File: src/bspi_defines.svh
`ifndef BSPI_DEFINES_SVH
`define BSPI_DEFINES_SVH

// Matching and command bytes
`define BSPI_SYNC1_A      8'h86
`define BSPI_SYNC1_B      8'h30
`define BSPI_SYNC2_A      8'h79
`define BSPI_SYNC2_B      8'hCF
`define BSPI_CMD_INFO     8'hC0

// Error codes and repeat count
`define BSPI_ERR_FRAME    8'hA1
`define BSPI_ERR_CMD      8'hA3
`define BSPI_ERR_OVR      8'h63
`define BSPI_ERR_LAST     2'h3

// Report framing
`define BSPI_START_MARK   8'h3A
`define BSPI_PAYLOAD_CNT  8'h13
`define BSPI_ADDR_LEN     8'h03
`define BSPI_RSV_FIRST    8'hFD
`define BSPI_RSV_ZERO     8'h00
`define BSPI_ROM_SIZE     8'h80
`define BSPI_ROM_BLOCKS   8'h01
`define BSPI_FLASH_START  24'h008000
`define BSPI_FLASH_END    24'h00FFFF
`define BSPI_RAM_START    24'h000060
`define BSPI_RAM_END      24'h00083F

// Reply sequence positions
`define BSPI_IDX_PAY_LO   5'h03
`define BSPI_IDX_PAY_HI   5'h15
`define BSPI_IDX_LAST     5'h16

// Timing and widths
`define BSPI_CNT_W        16
`define BSPI_MIN_BIT      16'h0004
`define BSPI_CNT_RST      16'h0000
`define BSPI_FIFO_W       8
`define BSPI_FIFO_D       8

`endif

File: src/bspi_pkg.sv
package bspi_pkg;

   // Command sequencer states
   typedef enum logic [8:0] {
      ST_AB_WAIT = 9'h001,
      ST_AB_LOW  = 9'h002,
      ST_AB_HIGH = 9'h004,
      ST_AB_TAIL = 9'h008,
      ST_ECHO    = 9'h010,
      ST_SYNC2   = 9'h020,
      ST_CMD     = 9'h040,
      ST_REPLY   = 9'h080,
      ST_ERR     = 9'h100
   } bspi_state_t;

   // Serial bit phases, shared by receiver and transmitter
   typedef enum logic [3:0] {
      PH_IDLE  = 4'h1,
      PH_START = 4'h2,
      PH_DATA  = 4'h4,
      PH_STOP  = 4'h8
   } bspi_phase_t;

endpackage

File: src/bspi_top.sv
`timescale 1ns/1ps
`default_nettype none
`include "bspi_defines.svh"

// Operation
// - Echo first byte at measured rate
// - Echo correct second byte, else silence
// - Command 0xC0 accepted and echoed
// - Bad command answered with error code
// - Error code sent thrice, then idle
// - Start mark 0x3A then count 0x13
// - First payload byte 0x03, address length
// - ROM size 0x80, block count 0x01
// - Flash range 0x008000 to 0x00FFFF
// - Loader range 0x000060 to 0x00083F
// - Addresses sent high byte first
// - Last byte is negated payload sum
// - Then wait for next command
module bspi_top (
   // Clock, reset, enable
   input  wire logic ref_clk,
   input  wire logic rst_b,
   input  wire logic ce,
   // Serial link pins
   input  wire logic rxd,
   output logic      txd,
   // Status
   output logic      baud_locked,
   output logic      cmd_wait,
   output logic      halted
);

   localparam int CW = `BSPI_CNT_W;

   bspi_pkg::bspi_state_t state;
   bspi_pkg::bspi_phase_t rx_ph;
   bspi_pkg::bspi_phase_t tx_ph;

   logic          rx_meta;
   logic          rx_sync;
   logic          rx_prev;
   logic          rx_fall;
   logic          rx_rise;
   logic [CW-1:0] ab_cnt;
   logic [CW-1:0] low_len;
   logic [CW-1:0] bit_len;
   logic [CW-1:0] bit_end;
   logic [19:0]   l20;
   logic [19:0]   h20;
   logic          is86;
   logic          is30;
   logic          ab_good;
   logic [7:0]    ab_byte;
   logic          ab_ok;
   logic          stop_hit;
   logic [7:0]    echo_byte;
   bspi_pkg::bspi_state_t echo_next;
   logic [7:0]    err_code;
   logic [1:0]    err_cnt;
   logic          ovr;
   logic [4:0]    idx;
   logic [7:0]    sum;
   logic [7:0]    reply_byte;
   logic          rx_on;
   logic [CW-1:0] rx_cnt;
   logic [2:0]    rx_bit;
   logic [7:0]    rx_shift;
   logic          rx_valid;
   logic          rx_ferr;
   logic [CW-1:0] tx_cnt;
   logic [2:0]    tx_bit;
   logic [7:0]    tx_shift;
   logic          f_in_valid;
   logic          f_in_ready;
   logic [7:0]    f_in_data;
   logic          f_out_valid;
   logic          f_out_ready;
   logic [7:0]    f_out_data;
   logic          push;

   // Autobaud phases, used by several decodes
   function automatic logic in_ab(bspi_pkg::bspi_state_t s);
      return s == bspi_pkg::ST_AB_WAIT || s == bspi_pkg::ST_AB_LOW ||
             s == bspi_pkg::ST_AB_HIGH || s == bspi_pkg::ST_AB_TAIL;
   endfunction

   // Fixed report content by position
   function automatic logic [7:0] info_byte(logic [4:0] i);
      logic [7:0] b;
      b = `BSPI_RSV_ZERO;
      unique case (i)
         5'h00: b = `BSPI_CMD_INFO;
         5'h01: b = `BSPI_START_MARK;
         5'h02: b = `BSPI_PAYLOAD_CNT;
         5'h03: b = `BSPI_ADDR_LEN;
         5'h04: b = `BSPI_RSV_FIRST;
         5'h05: b = `BSPI_RSV_ZERO;
         5'h06: b = `BSPI_RSV_ZERO;
         5'h07: b = `BSPI_RSV_ZERO;
         5'h08: b = `BSPI_ROM_SIZE;
         5'h09: b = `BSPI_ROM_BLOCKS;
         5'h0A: b = 8'(`BSPI_FLASH_START >> 16);
         5'h0B: b = 8'(`BSPI_FLASH_START >> 8);
         5'h0C: b = 8'(`BSPI_FLASH_START);
         5'h0D: b = 8'(`BSPI_FLASH_END >> 16);
         5'h0E: b = 8'(`BSPI_FLASH_END >> 8);
         5'h0F: b = 8'(`BSPI_FLASH_END);
         5'h10: b = 8'(`BSPI_RAM_START >> 16);
         5'h11: b = 8'(`BSPI_RAM_START >> 8);
         5'h12: b = 8'(`BSPI_RAM_START);
         5'h13: b = 8'(`BSPI_RAM_END >> 16);
         5'h14: b = 8'(`BSPI_RAM_END >> 8);
         5'h15: b = 8'(`BSPI_RAM_END);
         default: b = `BSPI_RSV_ZERO;
      endcase
      return b;
   endfunction

   // Pin synchroniser; edges only look at the second stage onward
   always_ff @(posedge ref_clk) begin
      if (!rst_b) begin
         rx_meta <= 1'b1;
         rx_sync <= 1'b1;
         rx_prev <= 1'b1;
      end else if (ce) begin
         rx_meta <= rxd;
         rx_sync <= rx_meta;
         rx_prev <= rx_sync;
      end
   end

   assign rx_fall = rx_prev && !rx_sync;
   assign rx_rise = !rx_prev && rx_sync;
   assign bit_end = bit_len - CW'(1);

   // A sync byte starts with two low bits then two high bits
   // after the start edge only for 0x86; 0x30 has five low, two high.
   // The high run is two bits in both, so it sets the bit time.
   assign h20     = {4'h0, ab_cnt};
   assign l20     = {2'h0, low_len, 2'h0};
   assign is86    = l20 >= h20 * 20'h00003 && l20 <= h20 * 20'h00005;
   assign is30    = l20 >= h20 * 20'h00009 && l20 <= h20 * 20'h0000B;
   assign ab_good = (is86 || is30) && {1'b0, ab_cnt[CW-1:1]} >= `BSPI_MIN_BIT;

   // Autobaud run-length measurement
   always_ff @(posedge ref_clk) begin
      if (!rst_b) begin
         ab_cnt  <= `BSPI_CNT_RST;
         low_len <= `BSPI_CNT_RST;
         bit_len <= `BSPI_MIN_BIT;
      end else if (ce) begin
         if (state == bspi_pkg::ST_AB_WAIT) begin
            ab_cnt <= CW'(1);
         end else if (state == bspi_pkg::ST_AB_LOW && rx_rise) begin
            low_len <= ab_cnt;
            ab_cnt  <= CW'(1);
         end else if (state == bspi_pkg::ST_AB_HIGH && rx_fall) begin
            bit_len <= {1'b0, ab_cnt[CW-1:1]};
            ab_cnt  <= CW'(1);
         end else if (state == bspi_pkg::ST_AB_TAIL && !rx_sync) begin
            ab_cnt <= CW'(1);
         end else if (in_ab(state)) begin
            ab_cnt <= ab_cnt + {15'h0000, ~&ab_cnt};        // Saturates
         end
      end
   end

   // Line idle for two bit times marks the end of the first byte
   assign stop_hit = rx_sync && ab_cnt >= {bit_len[CW-2:0], 1'b0};

   // Command sequencer
   always_ff @(posedge ref_clk) begin
      if (!rst_b) begin
         state     <= bspi_pkg::ST_AB_WAIT;
         ab_byte   <= `BSPI_SYNC1_A;
         ab_ok     <= 1'b0;
         echo_byte <= `BSPI_SYNC1_A;
         echo_next <= bspi_pkg::ST_SYNC2;
         err_code  <= `BSPI_ERR_CMD;
         err_cnt   <= 2'h0;
         ovr       <= 1'b0;
      end else if (ce) begin
         unique case (state)
            bspi_pkg::ST_AB_WAIT: begin
               if (rx_fall) begin
                  state <= bspi_pkg::ST_AB_LOW;
               end
            end
            bspi_pkg::ST_AB_LOW: begin
               if (rx_rise) begin
                  state <= bspi_pkg::ST_AB_HIGH;
               end else if (&ab_cnt) begin
                  state <= bspi_pkg::ST_AB_WAIT;
               end
            end
            bspi_pkg::ST_AB_HIGH: begin
               if (rx_fall) begin
                  ab_ok   <= ab_good;
                  ab_byte <= is86 ? `BSPI_SYNC1_A : `BSPI_SYNC1_B;
                  state   <= bspi_pkg::ST_AB_TAIL;
               end else if (&ab_cnt) begin
                  state <= bspi_pkg::ST_AB_WAIT;
               end
            end
            bspi_pkg::ST_AB_TAIL: begin
               if (stop_hit) begin
                  if (ab_ok) begin
                     echo_byte <= ab_byte;
                     echo_next <= bspi_pkg::ST_SYNC2;
                     state     <= bspi_pkg::ST_ECHO;
                  end else begin
                     state <= bspi_pkg::ST_AB_WAIT;
                  end
               end
            end
            bspi_pkg::ST_ECHO: begin
               if (push) begin
                  state <= echo_next;
               end
            end
            bspi_pkg::ST_SYNC2: begin
               if (rx_valid) begin
                  if (!rx_ferr && (rx_shift == `BSPI_SYNC2_A ||
                                   rx_shift == `BSPI_SYNC2_B)) begin
                     echo_byte <= rx_shift;
                     echo_next <= bspi_pkg::ST_CMD;
                     state     <= bspi_pkg::ST_ECHO;
                  end else begin
                     state <= bspi_pkg::ST_AB_WAIT;
                  end
               end
            end
            bspi_pkg::ST_CMD: begin
               ovr <= 1'b0;
               if (rx_valid) begin
                  if (rx_ferr) begin
                     err_code <= `BSPI_ERR_FRAME;
                     state    <= bspi_pkg::ST_ERR;
                  end else if (rx_shift == `BSPI_CMD_INFO) begin
                     state <= bspi_pkg::ST_REPLY;
                  end else begin
                     err_code <= `BSPI_ERR_CMD;
                     state    <= bspi_pkg::ST_ERR;
                  end
               end
            end
            bspi_pkg::ST_REPLY: begin
               // A byte arriving mid-report must not be dropped silently
               if (rx_valid) begin
                  ovr <= 1'b1;
               end
               if (push && idx == `BSPI_IDX_LAST) begin
                  if (ovr || rx_valid) begin
                     err_code <= `BSPI_ERR_OVR;
                     state    <= bspi_pkg::ST_ERR;
                  end else begin
                     state <= bspi_pkg::ST_CMD;
                  end
               end
            end
            bspi_pkg::ST_ERR: begin
               // Pushes stop at three, so the count never wraps
               if (push) begin
                  err_cnt <= err_cnt + 2'h1;
               end
            end
            default: begin
               state <= bspi_pkg::ST_AB_WAIT;
            end
         endcase
      end
   end

   // Report position and running payload sum
   always_ff @(posedge ref_clk) begin
      if (!rst_b) begin
         idx <= 5'h00;
         sum <= 8'h00;
      end else if (ce) begin
         if (state != bspi_pkg::ST_REPLY) begin
            idx <= 5'h00;
            sum <= 8'h00;
         end else if (push) begin
            idx <= idx + 5'h01;
            if (idx >= `BSPI_IDX_PAY_LO && idx <= `BSPI_IDX_PAY_HI) begin
               sum <= sum + reply_byte;
            end
         end
      end
   end

   // Checksum wraps in eight bits, so payload plus it is zero
   assign reply_byte = (idx == `BSPI_IDX_LAST) ? 8'h00 - sum : info_byte(idx);

   // Feed the transmit queue; the error burst stops after three codes
   assign f_in_valid = state == bspi_pkg::ST_ECHO || state == bspi_pkg::ST_REPLY ||
                       (state == bspi_pkg::ST_ERR && err_cnt != `BSPI_ERR_LAST);
   assign f_in_data  = state == bspi_pkg::ST_ECHO  ? echo_byte :
                       state == bspi_pkg::ST_REPLY ? reply_byte : err_code;
   assign push       = f_in_valid && f_in_ready;

   // Receiver only listens once the rate is known and before any error
   assign rx_on = !in_ab(state) && state != bspi_pkg::ST_ERR;

   // Byte receiver at the measured bit time, LSB first
   always_ff @(posedge ref_clk) begin
      if (!rst_b) begin
         rx_ph    <= bspi_pkg::PH_IDLE;
         rx_cnt   <= `BSPI_CNT_RST;
         rx_bit   <= 3'h0;
         rx_shift <= 8'h00;
         rx_valid <= 1'b0;
         rx_ferr  <= 1'b0;
      end else if (ce) begin
         rx_valid <= 1'b0;
         rx_cnt   <= rx_cnt + CW'(1);
         if (!rx_on) begin
            rx_ph <= bspi_pkg::PH_IDLE;
         end else begin
            unique case (rx_ph)
               bspi_pkg::PH_IDLE: begin
                  rx_cnt <= `BSPI_CNT_RST;
                  if (rx_fall) begin
                     rx_ph <= bspi_pkg::PH_START;
                  end
               end
               bspi_pkg::PH_START: begin
                  // Mid start bit rejects short glitches
                  if (rx_cnt == {1'b0, bit_len[CW-1:1]}) begin
                     rx_cnt <= `BSPI_CNT_RST;
                     rx_bit <= 3'h0;
                     rx_ph  <= rx_sync ? bspi_pkg::PH_IDLE : bspi_pkg::PH_DATA;
                  end
               end
               bspi_pkg::PH_DATA: begin
                  if (rx_cnt == bit_end) begin
                     rx_cnt   <= `BSPI_CNT_RST;
                     rx_shift <= {rx_sync, rx_shift[7:1]};
                     rx_bit   <= rx_bit + 3'h1;
                     if (rx_bit == 3'h7) begin
                        rx_ph <= bspi_pkg::PH_STOP;
                     end
                  end
               end
               bspi_pkg::PH_STOP: begin
                  if (rx_cnt == bit_end) begin
                     rx_valid <= 1'b1;
                     rx_ferr  <= !rx_sync;
                     rx_ph    <= bspi_pkg::PH_IDLE;
                  end
               end
               default: begin
                  rx_ph <= bspi_pkg::PH_IDLE;
               end
            endcase
         end
      end
   end

   // Eight-word queue decouples byte generation from the slow line
   bspi_fifo #(
      .WIDTH (`BSPI_FIFO_W),
      .DEPTH (`BSPI_FIFO_D)
   ) u_fifo (
      .ref_clk   (ref_clk),
      .rst_b     (rst_b),
      .ce        (ce),
      .in_valid  (f_in_valid),
      .in_ready  (f_in_ready),
      .in_data   (f_in_data),
      .out_valid (f_out_valid),
      .out_ready (f_out_ready),
      .out_data  (f_out_data)
   );

   assign f_out_ready = tx_ph == bspi_pkg::PH_IDLE;

   // Byte transmitter, one start, eight data, one stop
   always_ff @(posedge ref_clk) begin
      if (!rst_b) begin
         tx_ph    <= bspi_pkg::PH_IDLE;
         tx_cnt   <= `BSPI_CNT_RST;
         tx_bit   <= 3'h0;
         tx_shift <= 8'h00;
         txd      <= 1'b1;
      end else if (ce) begin
         tx_cnt <= tx_cnt + CW'(1);
         unique case (tx_ph)
            bspi_pkg::PH_IDLE: begin
               txd    <= 1'b1;
               tx_cnt <= `BSPI_CNT_RST;
               if (f_out_valid) begin
                  tx_shift <= f_out_data;
                  txd      <= 1'b0;
                  tx_ph    <= bspi_pkg::PH_START;
               end
            end
            bspi_pkg::PH_START: begin
               if (tx_cnt == bit_end) begin
                  tx_cnt <= `BSPI_CNT_RST;
                  tx_bit <= 3'h0;
                  txd    <= tx_shift[0];
                  tx_ph  <= bspi_pkg::PH_DATA;
               end
            end
            bspi_pkg::PH_DATA: begin
               if (tx_cnt == bit_end) begin
                  tx_cnt   <= `BSPI_CNT_RST;
                  tx_bit   <= tx_bit + 3'h1;
                  tx_shift <= {1'b0, tx_shift[7:1]};
                  txd      <= (tx_bit == 3'h7) ? 1'b1 : tx_shift[1];
                  if (tx_bit == 3'h7) begin
                     tx_ph <= bspi_pkg::PH_STOP;
                  end
               end
            end
            bspi_pkg::PH_STOP: begin
               if (tx_cnt == bit_end) begin
                  tx_ph <= bspi_pkg::PH_IDLE;
               end
            end
            default: begin
               tx_ph <= bspi_pkg::PH_IDLE;
            end
         endcase
      end
   end

   // Status decodes of the sequencer state
   assign baud_locked = !in_ab(state);
   assign cmd_wait    = state == bspi_pkg::ST_CMD;
   assign halted      = state == bspi_pkg::ST_ERR && err_cnt == `BSPI_ERR_LAST &&
                        !f_out_valid && tx_ph == bspi_pkg::PH_IDLE;

endmodule

`default_nettype wire

File: src/bspi_fifo.sv
`timescale 1ns/1ps
`default_nettype none

module bspi_fifo #(
   parameter int WIDTH = 8,
   parameter int DEPTH = 8
) (
   // Clock and reset
   input  wire logic             ref_clk,
   input  wire logic             rst_b,
   input  wire logic             ce,
   // Fill side
   input  wire logic             in_valid,
   output logic                  in_ready,
   input  wire logic [WIDTH-1:0] in_data,
   // Drain side
   output logic                  out_valid,
   input  wire logic             out_ready,
   output logic [WIDTH-1:0]      out_data
);

   localparam int AW = $clog2(DEPTH);

   logic [WIDTH-1:0] mem [DEPTH];
   logic [AW-1:0]    wr_ptr;
   logic [AW-1:0]    rd_ptr;
   logic [AW:0]      count;
   logic             push;
   logic             pop;

   // Honest full and empty from the fill count
   assign in_ready  = (count != (AW+1)'(DEPTH));
   assign out_valid = (count != '0);
   assign out_data  = mem[rd_ptr];
   assign push      = in_valid && in_ready;
   assign pop       = out_valid && out_ready;

   // Storage, no reset needed on data
   always_ff @(posedge ref_clk) begin
      if (ce && push) begin
         mem[wr_ptr] <= in_data;
      end
   end

   // Pointers wrap on the power-of-two depth
   always_ff @(posedge ref_clk) begin
      if (!rst_b) begin
         wr_ptr <= '0;
         rd_ptr <= '0;
         count  <= '0;
      end else if (ce) begin
         if (push) begin
            wr_ptr <= wr_ptr + AW'(1);
         end
         if (pop) begin
            rd_ptr <= rd_ptr + AW'(1);
         end
         count <= count + (AW+1)'(push) - (AW+1)'(pop);
      end
   end

endmodule

`default_nettype wire

File: config.mk
export PLATFORM = sky130hd
export DESIGN_NAME = bspi_top
export DESIGN_NICKNAME = d
export VERILOG_FILES = /design/src/bspi_pkg.sv /design/src/bspi_top.sv /design/src/bspi_fifo.sv
export VERILOG_INCLUDE_DIRS = /design/src /design/src/src
export SDC_FILE = /design/constraint.sdc
export NUM_CORES = 1
export LEC_CHECK = 0
export BUFFER_PORTS_ARGS = -buffer_cell sky130_fd_sc_hd__buf_2
export CAP_MARGIN = 30
export CORE_ASPECT_RATIO = 1.2
export CORE_MARGIN = 1.5
export CORE_UTILIZATION = 50
export CTS_BUF_LIST = sky130_fd_sc_hd__clkbuf_16
export DETAILED_ROUTE_END_ITERATION = 16
export MAX_ROUTING_LAYER = met4
export PLACE_DENSITY = 0.65
export SYNTH_ARGS = -nofsm -noshare
export SYNTH_HDL_FRONTEND = slang
export SYNTH_SLANG_ARGS = --single-unit
File: constraint.sdc
create_clock -name ref_clk -period 11.6 [get_ports ref_clk]
set_clock_uncertainty 0.1 [all_clocks]
set_input_delay 0 -clock ref_clk [delete_from_list [all_inputs] [get_ports ref_clk]]
set_output_delay 0 -clock ref_clk [all_outputs]
set_load 0.1 [all_outputs]
# [Yosys cells after proc, flatten, opt, wreduce, memory -nomap -nowiden]
# Memories as Yosys holds them, arrays and structs flattened. A register that Yosys moved wholly into a read port is not among the register bits.
# Index checks and enable logic that the tools add are counted.
[word_totals] regBits=184 mem_bits_rw=64 rom_bits=256 inputBits=4 wordCells=272 memories=2
[op_classes] add_sub_neg=14 multipliers=4 order_cmp=8 n_eq_ne=54 mux=90 n_bitwise=3 reduce_logical=67
[mem_list] name="(no name shown)" words=32 word_bits=8 read_ports=1 rd_ports_with_merged_regs=1 write_ports=0 line_no="bspi_top.sv:91" source="unique case (i)"
[mem_list] name="u_fifo.mem" words=8 word_bits=8 read_ports=1 rd_ports_with_merged_regs=1 write_ports=1 line_no="bspi_fifo.sv:24" source="logic [WIDTH-1:0] mem [DEPTH];"
[ops] op="$mux W16" count=9
[ops] op="$mux W8" count=18
[ops] op="$mux W9" count=16
[ops] op="$pmux W9 S9" count=1
[ops] op="$pmux W16 S3" count=1
[ops] op="$pmux W8 S2" count=3
[ops] op="$mux W4" count=11
[ops] op="$mul A16 B4 Y20 const B" count=2
[ops] op="$ne A2 B2 Y1 const B" count=17
[ops] op="$add A16 B1 Y16 const B" count=2
[ops] op="$eq A16 B16 Y1" count=2
[ops] op="$pmux W16 S2" count=1
[ops] op="$pmux W4 S4" count=2
[ops] op="$mux W5" count=6
[ops] op="$reduce_and A4 Y1" count=6
[ops] op="$reduce_and A6 Y1" count=4
[ops] op="$mux W3" count=7
[ops] op="$ge A18 B20 Y1" count=1
[ops] op="$le A18 B20 Y1" count=1
[ops] op="$logic_and A1 B1 Y1" count=20
[ops] op="$le A18 B19 Y1" count=1
[ops] op="$mul A16 B3 Y19 const B" count=1
[ops] op="$ge A18 B18 Y1" count=1
[ops] op="$mul A16 B2 Y18 const B" count=1
[ops] op="other kinds (55)" count=106

# [Logic depth before layout (Yosys ltp)]
[logic_depth] ltp_word=9 ltp_mapped=22

# [Modules after synthesis]
# From an unflattened synthesis, not the netlist that was laid out.
[hier_totals] cells_unflattened=2001 area_unflattened_um2=17687.0
[modules_own_cells] module="bspi_top" instances=1 cells_each=1823 area_each_um2=14497.7
[modules_own_cells] module="bspi_fifo" instances=1 cells_each=178 area_each_um2=3189.3

# [Least setup slack after synthesis]
# OpenSTA, ideal clock, no wires.
[synth_timing] path_type="reg-to-reg" startpoint="reg ab_cnt[3]" endpoint="reg ab_ok" setup_time_ns=0.057 arrival_ns=4.012 t_required_ns=11.443 slack_ns=7.431 stages_incl_launch_ff=20 n_path_buf=0 period_less_slack_ns=4.169 path_cell_list="dfxtp_1 ha_1 inv_1 fa_1 inv_1 ha_1 o211ai_1 a211oi_1 a2111oi_0 o21bai_1 xnor2_1 ha_1 a21o_1 a21o_1 a21oi_1 nor2b_1 o21ai_0 a21oi_1 o211ai_1 a31o_2"
[synth_via] elab_chain_cells=5 elab_cells_between_ends=13 cone_classes="mul (4); order compare (5); reduce/logical (4)"
[synth_lines] element="start: declaration" line_no="bspi_top.sv:44" source="logic [CW-1:0] ab_cnt;"
[synth_lines] element="start signal: assignment" line_no="bspi_top.sv:148" source="ab_cnt <= `BSPI_CNT_RST;"
[synth_lines] element="start signal: assignment" line_no="bspi_top.sv:163" source="ab_cnt <= ab_cnt + {15'h0000, ~&ab_cnt};"
[synth_lines] element="$mul A16 B4 Y20 (tied with other cells)" line_no="bspi_top.sv:142" source="assign is30 = l20 >= h20 * 20'h00009 && l20 <= h20 * 20'h0000B;"
[synth_lines] element="$ge A18 B20 Y1 (tied with other cells)" line_no="bspi_top.sv:142"
[synth_lines] element="$logic_and A1 B1 Y1 (on tied branches)" line_no="bspi_top.sv:142, bspi_top.sv:141"
[synth_lines] element="$logic_or A1 B1 Y1" line_no="bspi_top.sv:143" source="assign ab_good = (is86 || is30) && {1'b0, ab_cnt[CW-1:1]} >= `BSPI_MIN_BIT;"
[synth_lines] element="$logic_and A1 B1 Y1 (no line) *"
[synth_lines] element="end signal: assignment" line_no="bspi_top.sv:198" source="ab_ok <= ab_good;"
[synth_lines] element="end: declaration" line_no="bspi_top.sv:54" source="logic ab_ok;"
# Mark *: on every way between the ends. The rest lies on a longest branch, timed or not.
# A chain may end at the register's enable or synchronous reset.

# [Final worst setup path]
# Ends and elaborated chain as after synthesis.

==> run summary <==
run status: finished, final reports clean
multi-input logic area: 11300 um2
MaxCap Viol Count: 0
Post-Syn Instances: 1943
GR Overflow Total: 0
Setup Viol. Count Final: 0
clock sink count: 241
clk slew on worst S/H paths: 0.07 ns
cell area after placement: 18000 um2
Seq/Total Area, Yosys: 31.3%
Fillers: 3140
Leakage: 8.01 nW
Seq cells post-synth: 241
post-CTS setup buffers: 0
Layout area overhead: 8.46%
Max stage delay on crit path: 0.74 ns
commonest non-fill, non-tap cells in the layout: ha_1, nor2_1, dfxtp_1
Post-synth top flop: dfxtp_1
final setup TNS: 0 ns
period utilization: 43.9%
Final Critical Period: 5.10 ns
Power Density: 125 nW/um2
Post-synth EDFFs: 64
num rows: 74
gr usage total: 25.4%
finished layout cell area: 19000 um2
Final ANT Viol Nets: 0
drt first pass iters: 5
Critical Path Fanout Max: 13
Layout Nets: 2170
CP dominant cell by count: ha_1
Worst R2R Path Depth: 19
Critical Path RT: 11.97 ns
H-tree levels: 1
RSZ-0062 raised after global routing: no
syn_area_per_cell: 9.00 um2
I/O Buffers: 7
antenna violations before repair: 0
Critical Path End Type: flip-flop
worst r2r dst: ab_ok
first-pass GRT wire length: 72100 um
cell chain of the critical path: ha_1 -> inv_1 -> fa_1 -> inv_1 -> ha_1 -> o211ai_1 -> a211oi_1 -> a2111oi_0 -> o31ai_1 -> nand3_1 -> nand2_1 -> xnor2_1 -> ha_1 -> nand4_1 -> nor2_1 -> a21oi_1 -> a21oi_1 -> o211ai_1 -> a31o_2
core area: 34300 um2
Slew @ Worst Pin: 1.04 ns
CTS buffer count: 28
io pins: 8
CP Launch Type: flip-flop
CP top delay family: compound AO/OA/AOI/OAI gates
vias per inst: 5.88
Reg area: 5470 um2
ant diodes: 0
arrival time at the worst endpoint: 5.47 ns
hold depth: 1
clock root buffer: clkbuf_16
Hold WC Path Type: flip-flop to flip-flop
commonest non-fill, non-tap cell in the layout: ha_1
post-DP HPWL: 32900 um
HP Start: err_code[7]
Max-slew headroom: 30.0%
CP Class: flip-flop to flip-flop
via count: 14.2k
Peak Freq: 0.196 GHz
Hold Violations, Final: 0
pin count of the biggest net entering global routing: 45
Crit path buffers/inverters: 2
Die Wd: 174 um
Max VDD drop: 118 uV
total power draw: 0.00236 W
fin util: 55.3%
Clock Tree Buf Depth: 3
worst-skew pair later-pin latency: 0.58 ns
Final Max Tran Viols: 0
GP Congestion: 0.954
initial core utilization: 51.0%
Worst path slowest cell: a2111oi_0
Hold EP: err_code[7]
Synth async-reset ratio: 0%
reg-to-reg slack, setup: 6.50 ns
Detailed Route WL: 44400 um
die area: 36100 um2
share of cells above drive strength 1: 6.45%
number of global-route vias before repair: 13.6k
Initial DRC Count: 1137
DIE HEIGHT: 208 um
Post-Syn Nets: 2179
DRC violations left: 0
CTS tree: built
R2R Path Start: ab_cnt[3]
yosys warns: 0
Synth Cell Area: 17500 um2
WL/cell: 18.4 um
library cells used by synthesis: 87
-- repair_timing --
action / 4_1_cts / 5_1_grt
gates resized for setup: 0 / 0
hold endpoints to repair: 24 / 0
hold buffers: 5 / 0
-- power breakdown --
part           internal [W]  switching (W)
sequential         0.000898      0.0000603
clock              0.000508       0.000376
combinational      0.000202       0.000317
-- cell type report --
cell class                      instances  area share [%]
Sequential cell                       241            28.8
Inverter                              120            2.38
Multi-Input combinational cell       1510            59.6
Tap cell                              456            3.01
Clock buffer                           28            3.70
Timing Repair Buffer                   33            1.37
Clock inverter                         23            1.14
-- kinds of logic after synthesis --
kind of cell	count (synthesis)	synth area share (%)
and+or+nand+nor	647	18.4
AOI/OAI and AO/OA	395	14.7
xor gates and xnor gates	160	8.41
buffers and inverters	192	4.27
muxes	76	5.52
DFF	241	31.3
adders and majority gates	232	17.4
-- through the flow --
| step | hold WS [ns] | worst slack [ns] | cells |
|---|---|---|---|
| detailed placement | 0.135 | 6.59 | 2355 |
| floorplan | 0.0284 | 7.43 | 1943 |
| global route | 0.386 | 6.05 | 2411 |
| finish | 0.358 | 6.50 | 2411 |
| CTS | 0.363 | 6.54 | 2411 |
| global placement | 0.116 | 6.65 | 2352 |
-- worst max path at each step --
stage	slack, ns	startpoint	end	cells past startpoint
6_report	6.50	ab_cnt[3]	ab_ok	19
5_1_grt	6.05	ab_cnt[3]	ab_ok	19
4_1_cts	6.54	ab_cnt[3]	ab_ok	19
3_5_place_dp	6.59	ab_cnt[3]	ab_ok	19
3_3_place_gp	6.65	ab_cnt[3]	ab_ok	19
2_1_floorplan	7.43	ab_cnt[3]	ab_ok	19
-- sequential cells by signal, summed over array words and instances (netlist names), 8 cells and up, named ones only --
| name | flops |
|---|---|
| rx_cnt | 16 |
| ab_cnt | 16 |
| rx_shift | 8 |
| bit_len | 15 |
| echo_byte | 8 |
| u_fifo.mem | 64 |
| low_len | 16 |
| state | 9 |
| tx_cnt | 16 |
| sum | 8 |
| tx_shift | 8 |
-- layer usage --
layer / share of wire (%) / track usage, % / up-vias
li1: - / - / 6959
met1: 47 / 33.6 / 6850
met2: 47 / 41.9 / 289
met3: 3.8 / 2.07 / 70
met4: 2.5 / 7.13 / 0
met5: 0 / - / -
-- synth_stat cells (6+ instances only) --
master / number / area (um2)
nand4_1: 35 / 219
a21boi_0: 6 / 45.0
a211oi_1: 18 / 135
edfxtp_1: 64 / 1920
nor3_1: 39 / 195
inv_1: 118 / 443
o21ai_0: 86 / 430
o21bai_1: 7 / 52.6
and3_1: 25 / 156
nor2_1: 194 / 728
or2_2: 11 / 68.8
a22o_1: 6 / 52.6
nor2b_1: 19 / 119
mux2i_1: 57 / 571
a2111oi_0: 7 / 61.3
fa_1: 19 / 380
ha_1: 213 / 2670
mux4_2: 16 / 360
nand3_1: 58 / 290
a22oi_1: 10 / 75.1
nand2_1: 144 / 541
and4_1: 6 / 52.6
o21a_1: 18 / 135
nor3b_1: 9 / 67.6
nand2b_1: 29 / 181
clkbuf_1: 60 / 225
and2_1: 14 / 87.6
xnor2_1: 84 / 736
a21o_1: 37 / 278
xor2_1: 71 / 622
a21oi_1: 119 / 596
or3_1: 19 / 119
nor4_1: 15 / 93.8
dfxtp_1: 177 / 3540
o211ai_1: 9 / 67.6
(Power assumes the default switching activity.)
